===== config.mk =====
export PLATFORM = sky130hd
export DESIGN_NAME = pbmc_basic_mode_control
export DESIGN_NICKNAME = d
export VERILOG_FILES = /design/src/rtl/pbmc_pkg.sv /design/src/rtl/pbmc_basic_mode_control.sv /design/src/rtl/pbmc_mii_path.sv
export SDC_FILE = /design/constraint.sdc
export NUM_CORES = 1
export LEC_CHECK = 0
export ABC_AREA = 1
export BUFFER_PORTS_ARGS = -buffer_cell sky130_fd_sc_hd__buf_2
export CORE_ASPECT_RATIO = 0.8
export CORE_MARGIN = 3
export CORE_UTILIZATION = 35
export CTS_CLUSTER_SIZE = 8
export DETAILED_ROUTE_END_ITERATION = 8
export GPL_TIMING_DRIVEN = 0
export PLACE_DENSITY = 0.58
export SETUP_SLACK_MARGIN = 0.2
export SLEW_MARGIN = 20
export SYNTH_ARGS = -nofsm -noshare
export SYNTH_HDL_FRONTEND = slang
export SYNTH_HIERARCHICAL = 1
export SYNTH_SLANG_ARGS = --single-unit

===== constraint.sdc =====
create_clock -name sys_clk_i -period 3.8 [get_ports sys_clk_i]
set_input_delay 0.76 -clock sys_clk_i [delete_from_list [all_inputs] [get_ports sys_clk_i]]
set_output_delay 0.76 -clock sys_clk_i [all_outputs]
set_load 0.1 [all_outputs]

===== src/rtl/pbmc_pkg.sv =====
// package: layout, reset values and timing of the basic mode control block
package pbmc_pkg;

    // ------------------------------------------------------------------
    // clock and timing
    // ------------------------------------------------------------------
    localparam int unsigned CLK_PERIOD_NS = 100;
    localparam int unsigned CLK_FREQ_MHZ = 10;
    localparam int unsigned DEAD_TIME_US = 500;
    localparam int unsigned DEAD_CYCLES_DEF = DEAD_TIME_US * CLK_FREQ_MHZ;
    localparam int unsigned DEAD_CNT_W = 13;
    localparam int unsigned SOFT_RST_NS = 1000;
    localparam int unsigned SOFT_RST_CYCLES = SOFT_RST_NS / CLK_PERIOD_NS;
    localparam int unsigned STRAP_SETTLE_CYCLES = 3;
    localparam int unsigned RST_CNT_W = 4;

    // ------------------------------------------------------------------
    // register map
    // ------------------------------------------------------------------
    localparam logic [4:0] BMC_ADDR = 5'h00;
    localparam int unsigned REG_W = 16;
    localparam int unsigned RSVD_W = 7;

    // field order gives bit 15 down to bit 0
    typedef struct packed {
        logic sw_reset;
        logic loopback;
        logic speed_100;
        logic aneg_en;
        logic power_down;
        logic isolate;
        logic aneg_restart;
        logic full_duplex;
        logic col_test;
        logic [RSVD_W-1:0] rsvd;
    } pbmc_ctrl_t;

    localparam pbmc_ctrl_t BMC_RESET = 16'h0000;
    localparam logic [RSVD_W-1:0] RSVD_VAL = 7'h00;

    // ------------------------------------------------------------------
    // carriers
    // ------------------------------------------------------------------
    typedef struct packed {
        logic wr;
        logic rd;
        logic [4:0] addr;
        logic [REG_W-1:0] wdata;
    } pbmc_mgmt_req_t;

    typedef struct packed {
        logic speed_100;
        logic full_duplex;
        logic aneg_en;
        logic fiber_mode_enable;
    } pbmc_strap_t;

    typedef struct packed {
        logic tx_en;
        logic [3:0] txd;
    } pbmc_mii_tx_t;

    typedef struct packed {
        logic rx_dv;
        logic [3:0] rxd;
    } pbmc_mii_rx_t;

    localparam pbmc_mii_tx_t MII_TX_IDLE = 5'h00;
    localparam pbmc_mii_rx_t MII_RX_IDLE = 5'h00;

endpackage


===== src/rtl/pbmc_basic_mode_control.sv =====
// basic mode control register of a 10/100 Ethernet transceiver
//
// How it works
// - bit 15 starts reset, reads one meanwhile
// - reset end reloads strapped configuration values
// - bit 14 loops MII transmit to receive
// - loopback entry may hide receive data 500us
// - bit 13 picks speed; reset from strap
// - bit 12 enables negotiation, overriding speed, duplex
// - fiber mode strap clears negotiation enable at reset; a write can still set it
// - bit 11 powers down all but registers
// - power down is bit OR pin; pin sets bit
// - bit 10 isolates port from MII
// - bit 9 restarts negotiation, clears once started
// - restart ignored while negotiation disabled
// - clearing restart never aborts running negotiation
// - bit 8 picks duplex; reset from strap
// - collision test raises COL after TX_EN
// - collision test drops COL after TX_EN
`timescale 1ns/100ps
module pbmc_basic_mode_control
    import pbmc_pkg::*;
#(
    parameter int unsigned DEAD_CYCLES = DEAD_CYCLES_DEF
)
(
    input wire logic sys_clk_i,
    input wire logic rst_i,
    input wire pbmc_mgmt_req_t mgmt_i,
    output logic [REG_W-1:0] rdata_o,
    input wire pbmc_strap_t strap_i,
    input wire logic power_down_request_pin_n_i,
    input wire logic an_started_i,
    input wire logic an_speed_100_i,
    input wire logic an_full_duplex_i,
    output logic an_restart_o,
    output logic aneg_en_o,
    output logic phy_reset_o,
    output logic power_down_o,
    output logic speed_100_o,
    output logic full_duplex_o,
    input wire pbmc_mii_tx_t mii_tx_i,
    input wire pbmc_mii_rx_t phy_rx_i,
    input wire logic phy_col_i,
    output pbmc_mii_rx_t mii_rx_o,
    output logic col_o,
    output logic mii_oe_o,
    output pbmc_mii_tx_t phy_tx_o
);

    // ------------------------------------------------------------------
    // helpers
    // ------------------------------------------------------------------
    localparam int unsigned SYNC_W = 5;
    localparam logic [RST_CNT_W-1:0] SETTLE_LOAD =
        RST_CNT_W'(STRAP_SETTLE_CYCLES);
    localparam logic [RST_CNT_W-1:0] SOFT_LOAD =
        RST_CNT_W'(SOFT_RST_CYCLES);
    localparam logic [RST_CNT_W-1:0] CNT_LAST = 4'h1;

    function automatic logic addr_hit(input logic [4:0] addr);
        addr_hit = (addr == BMC_ADDR);
    endfunction

    // ------------------------------------------------------------------
    // pin synchronisers
    // ------------------------------------------------------------------
    // straps and the power down pin are asynchronous levels
    logic [SYNC_W-1:0] sync1_q, sync1_d;
    logic [SYNC_W-1:0] sync2_q, sync2_d;
    pbmc_strap_t strap_s;
    logic pdown_pin_n_s;

    always_comb
    begin
        sync1_d = {strap_i, power_down_request_pin_n_i};
        sync2_d = sync1_q;
    end

    always_ff @(posedge sys_clk_i)
    begin
        if (rst_i)
        begin
            sync1_q <= 5'h01;
            sync2_q <= 5'h01;
        end
        else
        begin
            sync1_q <= sync1_d;
            sync2_q <= sync2_d;
        end
    end

    assign strap_s = pbmc_strap_t'(sync2_q[SYNC_W-1:1]);
    assign pdown_pin_n_s = sync2_q[0];

    // ------------------------------------------------------------------
    // control register
    // ------------------------------------------------------------------
    pbmc_ctrl_t ctrl_q, ctrl_d;
    pbmc_ctrl_t wr_val;
    logic [RST_CNT_W-1:0] rst_cnt_q, rst_cnt_d;
    logic wr_hit;

    assign wr_val = pbmc_ctrl_t'(mgmt_i.wdata);
    assign wr_hit = mgmt_i.wr && addr_hit(mgmt_i.addr);

    always_comb
    begin
        ctrl_d = ctrl_q;
        rst_cnt_d = rst_cnt_q;
        if (rst_cnt_q != '0)
        begin
            // writes are ignored while a reset sequence runs
            rst_cnt_d = rst_cnt_q - 1'b1;
            if (rst_cnt_q == CNT_LAST)
            begin
                ctrl_d = BMC_RESET;
                ctrl_d.speed_100 = strap_s.speed_100;
                ctrl_d.full_duplex = strap_s.full_duplex;
                ctrl_d.aneg_en = strap_s.aneg_en
                                 && !strap_s.fiber_mode_enable;
            end
        end
        else
        begin
            // the engine acknowledges a pending restart
            if (ctrl_q.aneg_restart && an_started_i)
            begin
                ctrl_d.aneg_restart = 1'b0;
            end
            if (wr_hit)
            begin
                ctrl_d.loopback = wr_val.loopback;
                ctrl_d.speed_100 = wr_val.speed_100;
                ctrl_d.aneg_en = wr_val.aneg_en;
                ctrl_d.power_down = wr_val.power_down;
                ctrl_d.isolate = wr_val.isolate;
                ctrl_d.full_duplex = wr_val.full_duplex;
                ctrl_d.col_test = wr_val.col_test;
                // a written one wins over the acknowledge in this cycle;
                // a written zero only withdraws a request not yet taken
                ctrl_d.aneg_restart = wr_val.aneg_restart
                    || (ctrl_d.aneg_restart && wr_val.aneg_restart);
                if (wr_val.sw_reset)
                begin
                    ctrl_d.sw_reset = 1'b1;
                    rst_cnt_d = SOFT_LOAD;
                end
            end
        end
        if (!ctrl_d.aneg_en)
        begin
            ctrl_d.aneg_restart = 1'b0;
        end
        if (!pdown_pin_n_s)
        begin
            // pin sets the bit and beats any clearing write
            ctrl_d.power_down = 1'b1;
        end
        ctrl_d.rsvd = RSVD_VAL;
    end

    always_ff @(posedge sys_clk_i)
    begin
        if (rst_i)
        begin
            ctrl_q <= BMC_RESET;
            rst_cnt_q <= SETTLE_LOAD;
        end
        else
        begin
            ctrl_q <= ctrl_d;
            rst_cnt_q <= rst_cnt_d;
        end
    end

    // ------------------------------------------------------------------
    // read port
    // ------------------------------------------------------------------
    logic [REG_W-1:0] rdata_q, rdata_d;

    always_comb
    begin
        rdata_d = '0;
        if (mgmt_i.rd && addr_hit(mgmt_i.addr))
        begin
            rdata_d = ctrl_q;
        end
    end

    always_ff @(posedge sys_clk_i)
    begin
        if (rst_i)
        begin
            rdata_q <= '0;
        end
        else
        begin
            rdata_q <= rdata_d;
        end
    end

    assign rdata_o = rdata_q;

    // ------------------------------------------------------------------
    // effective mode outputs
    // ------------------------------------------------------------------
    logic pd_q, pd_d;
    logic spd_q, spd_d;
    logic dup_q, dup_d;

    always_comb
    begin
        pd_d = ctrl_q.power_down || !pdown_pin_n_s;
        if (ctrl_q.aneg_en)
        begin
            spd_d = an_speed_100_i;
            dup_d = an_full_duplex_i;
        end
        else
        begin
            spd_d = ctrl_q.speed_100;
            dup_d = ctrl_q.full_duplex;
        end
    end

    always_ff @(posedge sys_clk_i)
    begin
        if (rst_i)
        begin
            pd_q <= 1'b0;
            spd_q <= 1'b0;
            dup_q <= 1'b0;
        end
        else
        begin
            pd_q <= pd_d;
            spd_q <= spd_d;
            dup_q <= dup_d;
        end
    end

    assign power_down_o = pd_q;
    assign speed_100_o = spd_q;
    assign full_duplex_o = dup_q;
    assign aneg_en_o = ctrl_q.aneg_en;
    // level request held until the engine reports the restart
    assign an_restart_o = ctrl_q.aneg_restart;
    assign phy_reset_o = ctrl_q.sw_reset;

    // ------------------------------------------------------------------
    // MII path
    // ------------------------------------------------------------------
    pbmc_mii_path #(
        .DEAD_CYCLES(DEAD_CYCLES)
    ) u_mii_path (
        .sys_clk_i(sys_clk_i),
        .rst_i(rst_i),
        .loopback_i(ctrl_q.loopback),
        .isolate_i(ctrl_q.isolate),
        .power_down_i(pd_q),
        .col_test_i(ctrl_q.col_test),
        .mii_tx_i(mii_tx_i),
        .phy_rx_i(phy_rx_i),
        .phy_col_i(phy_col_i),
        .mii_rx_o(mii_rx_o),
        .col_o(col_o),
        .mii_oe_o(mii_oe_o),
        .phy_tx_o(phy_tx_o)
    );

endmodule


===== src/rtl/pbmc_mii_path.sv =====
// MII receive and transmit path: loopback, isolation, dead time and collision test
`timescale 1ns/100ps
module pbmc_mii_path
    import pbmc_pkg::*;
#(
    parameter int unsigned DEAD_CYCLES = DEAD_CYCLES_DEF
)
(
    input wire logic sys_clk_i,
    input wire logic rst_i,
    input wire logic loopback_i,
    input wire logic isolate_i,
    input wire logic power_down_i,
    input wire logic col_test_i,
    input wire pbmc_mii_tx_t mii_tx_i,
    input wire pbmc_mii_rx_t phy_rx_i,
    input wire logic phy_col_i,
    output pbmc_mii_rx_t mii_rx_o,
    output logic col_o,
    output logic mii_oe_o,
    output pbmc_mii_tx_t phy_tx_o
);

    localparam logic [DEAD_CNT_W-1:0] DEAD_LOAD = DEAD_CNT_W'(DEAD_CYCLES);

    logic loop_q, loop_d;
    logic [DEAD_CNT_W-1:0] dead_q, dead_d;
    pbmc_mii_rx_t rx_q, rx_d;
    logic quiet;

    assign quiet = isolate_i | power_down_i;

    // ------------------------------------------------------------------
    // receive path
    // ------------------------------------------------------------------
    always_comb
    begin
        loop_d = loopback_i;
        dead_d = dead_q;
        rx_d = phy_rx_i;
        // descrambler resync hides valid data after loopback entry
        if (loopback_i && !loop_q)
        begin
            dead_d = DEAD_LOAD;
        end
        else if (dead_q != '0)
        begin
            dead_d = dead_q - 1'b1;
        end
        if (quiet)
        begin
            rx_d = MII_RX_IDLE;
        end
        else if (loopback_i)
        begin
            rx_d.rxd = mii_tx_i.txd;
            // the dead count loads one edge late, so the entry cycle
            // is masked by the loopback delay flop as well
            rx_d.rx_dv = mii_tx_i.tx_en && loop_q
                         && (dead_q == '0);
        end
    end

    always_ff @(posedge sys_clk_i)
    begin
        if (rst_i)
        begin
            loop_q <= 1'b0;
            dead_q <= '0;
            rx_q <= MII_RX_IDLE;
        end
        else
        begin
            loop_q <= loop_d;
            dead_q <= dead_d;
            rx_q <= rx_d;
        end
    end

    assign mii_rx_o = rx_q;
    // combinational so that release follows transmit enable at once
    assign col_o = !quiet && ((col_test_i && mii_tx_i.tx_en)
                   || (!col_test_i && !loopback_i && phy_col_i));
    assign mii_oe_o = !quiet;
    // loopback keeps transmit data off the line
    assign phy_tx_o = (quiet || loopback_i) ? MII_TX_IDLE : mii_tx_i;

endmodule


==> flow_summary.toml, run 1 <==
[setup_path]
path_max_fanout = 9
worstSetupEndpointType = "output pin"
path_class = "reg2out"
cp.arrival_ns = 1.61
cp-startpoint = "ctrl_q[14]"
r2r_start = "rst_cnt_q[0]"
start_kind = "register"
crit_required_ns = 3.04

[drt]
drtIter0Drc = 58
dr.pass1.iters = 4
post-route-drc-count = 0
via_per_inst = 4.254
drt_wl_total_mm = 5.242
wl_per_cell_um = 10.63
vias = 2097
ant_nets = 0

[floorplanning]
start_util_pct = 37.59
io_pins = 78
rows = 26
die_w_um = 100.4
die_h_um = 81.52
die_area_mm2 = 0.008184
fp.coreArea_mm2 = 0.006636

[clock_tree]
cts_resized = 0
cts_num_sinks = 54
cts_setup_buffers = 0
cts_tree = "yes"
clkLatencyLatePin_ns = 0.30
cts_hold_buf = 0
numCtsBuffers = 5
cts.reportedPaths.clkPinSlew_ns = 0.10
clockBufferDepth = 2
cts-root-buf = "clkbuf_8"
htreeDepth = 2

[grt]
met1_usage_pct = 18.20
grt_util_met3_pct = 4.414
busiest_layer = "met2"
grt_usage_pct = 13.41
grt_pass1_wl_mm = 8.763
grt_pass1_vias = 1919
grt_max_degree = 17
overflow = 0
antenna_found_initial = 0
grt_use_met2_pct = 20.90

[layout]
syn_to_final_growth_pct = 21.87
fillCellCount = 688
seq_area_mm2 = 0.001081
nets = 456
n_antenna_cell = 0
multiInputGateArea_mm2 = 0.001162
drive_gt1_share_pct = 33.01
finalNonFillerCells = 493

[hold_path]
hp-start = "sync1_q[1]"
holdCritPathClass = "reg2reg"

[placement]
io_buffer_count = 63
dp_slack_ns = 1.465
place_hpwl_mm = 4.159
placed_cells = 485
place_congestion = 0.7944

[timing]
min_period_over_period_pct = 62.25
setup_viol = 0
skew_ns = 0.009651
finalMaxSlewViolations = 0
setup_ws_ns = 1.434
fmax_mhz = 422.7
rsz0062_at_grt = "false"
hold_viol_final = 0
finalCriticalPeriod_ns = 2.366
hold-worst-slack_ns = 0.4057

[status]
status = "complete, no violations"

[run]
max_cap_viol_count = 0

[pwr]
powerDensity_mw_per_mm2 = 593.2
ir_drop_v = 0.0001905
leakage_uw = 0.001518
p_total_uw = 1804

[synth]
syn_area_per_cell_um2 = 7.515
syn_inst = 332
synthDistinctLibCells = 32
ys_ff_latch = 54
yosysSeqAreaShare_pct = 43.33
synthesis.area_mm2 = 0.002495
yosys_warnings = 6
## through the flow
stage	utilization, %	TNS (ns)	area [µm²]
after global routing	45.81	0	3040
after global placement	44.38	0	2945
after floorplan	-	-0.9959	2525
final	45.81	0	3040
after detailed placement	44.38	0	2945
after CTS	45.81	0	3040
## worst max-delay path: stages (launching register included)
cell and delay (ns):
dfxtp_1 0.41, inv_2 0.16, a21oi_1 0.09, a211oi_2 0.18
buf_2 0.46
## placed cells by master, fill, tap and decap left out, types with 10 or more instances in the layout
master and n:
a21oi_1 23, inv_2 10, buf_2 64, nor2_2 12
nor2_1 46, nand3_1 15, dfxtp_1 54, nand2_1 60
inv_1 46
## logic make-up (layout without fill, tap and decap cells)
logic type,Yosys count,count (layout),share of synthesized area [%]
simple gates,163,163,33.00
fa+ha+maj,4,4,2.006
buf+inv,67,138,11.28
other cells,1,7,0.1503
xor+xnor,3,3,1.053
compound gates,40,40,9.177
flops,54,54,43.33
## registers in the layout, summed over array words and instances (netlist names)
signal / count
u_mii_path/dead_q: 13
rdata_o: 9
ctrl_q: 6
sync1_q: 5
sync2_q: 5
u_mii_path/mii_rx_o: 5
rst_cnt_q: 4
an_restart_o: 1
aneg_en_o: 1
full_duplex_o: 1
phy_reset_o: 1
power_down_o: 1
speed_100_o: 1
u_mii_path/loop_q: 1
## layer usage
metal / share of wire, % / wire length [µm] / vias to the layer above
li1: - / - / 1149
met1: 51 / 2662 / 893
met2: 42 / 2179 / 53
met3: 7.2 / 376 / 2
met4: 0.44 / 23 / 0
met5: 0 / 0 / -
## worst paths after layout
| check | end | slack [ns] | cells past startpoint |
|---|---|---|---|
| setup / recovery | col_o | 1.43 | 4 |
| hold / removal | sync2_q[1] | 0.41 | 2 |
| setup reg to reg | ctrl_q[11] | 2.36 | 9 |
| hold reg to reg | sync2_q[1] | 0.41 | 2 |
## synth_stat cells
cell	number	share of area, %
buf_2	1	0.20
a21oi_2	1	0.35
o21bai_1	1	0.30
buf_1	1	0.15
or2_2	4	1.0
nor2_4	6	2.7
xor2_1	3	1.1
inv_2	10	1.5
nand4_2	1	0.50
nand2_2	7	1.8
nor2_8	1	0.80
nor2_2	11	2.8
inv_1	46	6.9
o211ai_1	1	0.30
a21oi_1	23	4.6
clkbuf_1	1	0.15
nor2_1	47	7.1
inv_4	1	0.25
nand2_1	60	9.0
ha_1	4	2.0
conb_1	1	0.15
and3_1	1	0.25
dfxtp_1	54	43
nand3_2	5	2.0
a211oi_1	2	0.60
o21ai_1	3	0.60
nand2_4	2	0.90
nor3_2	3	1.2
nand3_1	15	3.0
o21ai_0	7	1.4
buf_4	7	2.1
a211oi_2	2	1.0
## power by group
group	switching [µW]	total [µW]	leakage (µW)	internal [µW]
Sequential	50.1	685	0.000443	635
Clock	176	323	0.0000472	147
Combinational	546	795	0.00103	249
Total	772	1800	0.00152	1030
## layout make-up
type	instances	share of cell area [%]
multi-input cells	217	38.23
flip-flops and latches	54	35.56
repair buffers	63	10.37
inverters	57	7.119
well taps	84	3.457
clock buffers	6	2.716
plain buffers	10	2.140
clock inverters	2	0.4115
(Power assumes the default switching activity.)
==> run 2: changes to the inputs <==
==> constraint.sdc (replaced) <==
create_clock -name sys_clk_i -period 2.4 [get_ports sys_clk_i]
set_input_delay 0.48 -clock sys_clk_i [delete_from_list [all_inputs] [get_ports sys_clk_i]]
set_output_delay 0.48 -clock sys_clk_i [all_outputs]
set_load 0.1 [all_outputs]
==> flow_summary.toml, run 2 (synthesized netlist as in run 1, its figures left out) <==
[timing]
min_period_over_period_pct = 85.72
finalMaxSlewViolations = 0
setup_ws_ns = 0.3426
fmax_mhz = 486.1
skew_ns = 0.009920
hold_viol_final = 0
setup_viol = 0
rsz0062_at_grt = "false"
finalCriticalPeriod_ns = 2.057

[setup_path]
crit_required_ns = 1.92
reg2reg_to = "u_mii_path/dead_q[6]"
worstSetupEndpointType = "output pin"
cp.arrival_ns = 1.58
start_kind = "register"
path_max_fanout = 9
reg2reg_slack_ns = 0.96
path_class = "reg2out"
r2r_start = "u_mii_path/dead_q[0]"
r2r_cells = 6

[placement]
dpl_cell_area_mm2 = 0.003002
place_hpwl_mm = 4.351
dp_slack_ns = 0.5247
io_buffer_count = 63
place_congestion = 0.7594

[layout]
final_common_cell = "nand2_1"
n_antenna_cell = 0
nets = 456
final_util_pct = 46.81
syn_to_final_growth_pct = 24.52
drive_gt1_share_pct = 34.96
finalInstanceArea_mm2 = 0.003107
regMostFlops = "u_mii_path/dead_q"
largest_reg_flops = 13
fillCellCount = 691
final_cell_mix = "nand2_1 (59), buf_2 (58), dfxtp_1 (53), inv_1 (45), nor2_1 (41)"

[drt]
post-route-drc-count = 0
vias = 2177
drtIter0Drc = 66
wl_per_cell_um = 11.38
via_per_inst = 4.416
drt_wl_total_mm = 5.608
ant_nets = 0
dr.pass1.iters = 4

[grt]
grt_usage_pct = 14.27
grt_pass1_vias = 2036
overflow = 0
antenna_found_initial = 0
grt_pass1_wl_mm = 9.411
grt_max_degree = 18

[floorplanning]
fp.coreArea_mm2 = 0.006636
start_util_pct = 37.59
die_h_um = 81.52
die_area_mm2 = 0.008184
io_pins = 78
die_w_um = 100.4
rows = 26

[clock_tree]
cts.reportedPaths.clkPinSlew_ns = 0.10
cts_setup_buffers = 0
cts_tree = "yes"
cts_hold_buf = 0
clkLatencyLatePin_ns = 0.31
htreeDepth = 2
cts_num_sinks = 54
cts-root-buf = "clkbuf_8"
cts_resized = 1
clockBufferDepth = 2
numCtsBuffers = 5

[hold_path]
hp-start = "strap_i[0]"
holdPathStages = 3
whs_endpoint = "sync1_q[1]"
holdCritPathClass = "in2reg"

[pwr]
powerDensity_mw_per_mm2 = 930.8
ir_drop_v = 0.0003621
leakage_uw = 0.001527

[status]
status = "complete, no violations"

[run]
max_cap_viol_count = 0
-- run 2: per-stage QoR --
stage	hold WS (ns)	cells	setup TNS [ns]	power, µW
after floorplan	0.3883	338	-0.01255	2158
after global placement	0.3913	485	0	2372
after detailed placement	0.3927	485	0	2391
after CTS	0.3574	493	0	2912
after global routing	0.3651	493	0	3102
final	0.3624	493	0	2892
-- run 2: cell type report --
type / instances / area (µm²) / share of cell area, %
Buffer: 10 / 65.06 / 2.094
Clock buffer: 5 / 68.82 / 2.215
Clock inverter: 3 / 21.27 / 0.6847
Inverter: 57 / 216.5 / 6.967
Multi-Input combinational cell: 217 / 1215 / 39.11
Sequential cell: 54 / 1085 / 34.92
Tap cell: 84 / 105.1 / 3.383
Timing Repair Buffer: 63 / 330.3 / 10.63
-- run 2: where the power goes --
| part | leakage, µW | internal, µW | switching, µW |
|---|---|---|---|
| clock | 0.0000441 | 206 | 309 |
| combinational | 0.00104 | 403 | 886 |
| sequential | 0.000443 | 1010 | 82.6 |
| total | 0.00153 | 1610 | 1280 |
-- run 2: worst max-delay path by stage --
| stage | startpoint | endpoint | slack [ns] | cells past startpoint |
|---|---|---|---|---|
| final | ctrl_q[14] | phy_tx_o[0] | 0.34 | 4 |
| after global routing | ctrl_q[14] | phy_tx_o[0] | 0.25 | 4 |
| after CTS | ctrl_q[14] | phy_tx_o[0] | 0.23 | 4 |
| after detailed placement | ctrl_q[14] | col_o | 0.52 | 4 |
| after global placement | ctrl_q[14] | col_o | 0.55 | 4 |
| after floorplan | power_down_o | col_o | -0.01 | 3 |
-- run 2: critical path, cell delays in order (launching register included) --
cell and delay (ns):
dfxtp_1 0.52, inv_2 0.15, nand2_2 0.26, nor2_4 0.06, clkbuf_4 0.28
-- run 2: routing by layer --
metal  GRT usage, %  vias to the layer above  share of wire [%]
met5              0                        -                  0
met4          3.634                        0                1.0
met3          3.480                        8                6.3
met2          23.15                       59                 44
met1          19.15                      956                 49
li1               -                     1154                  -
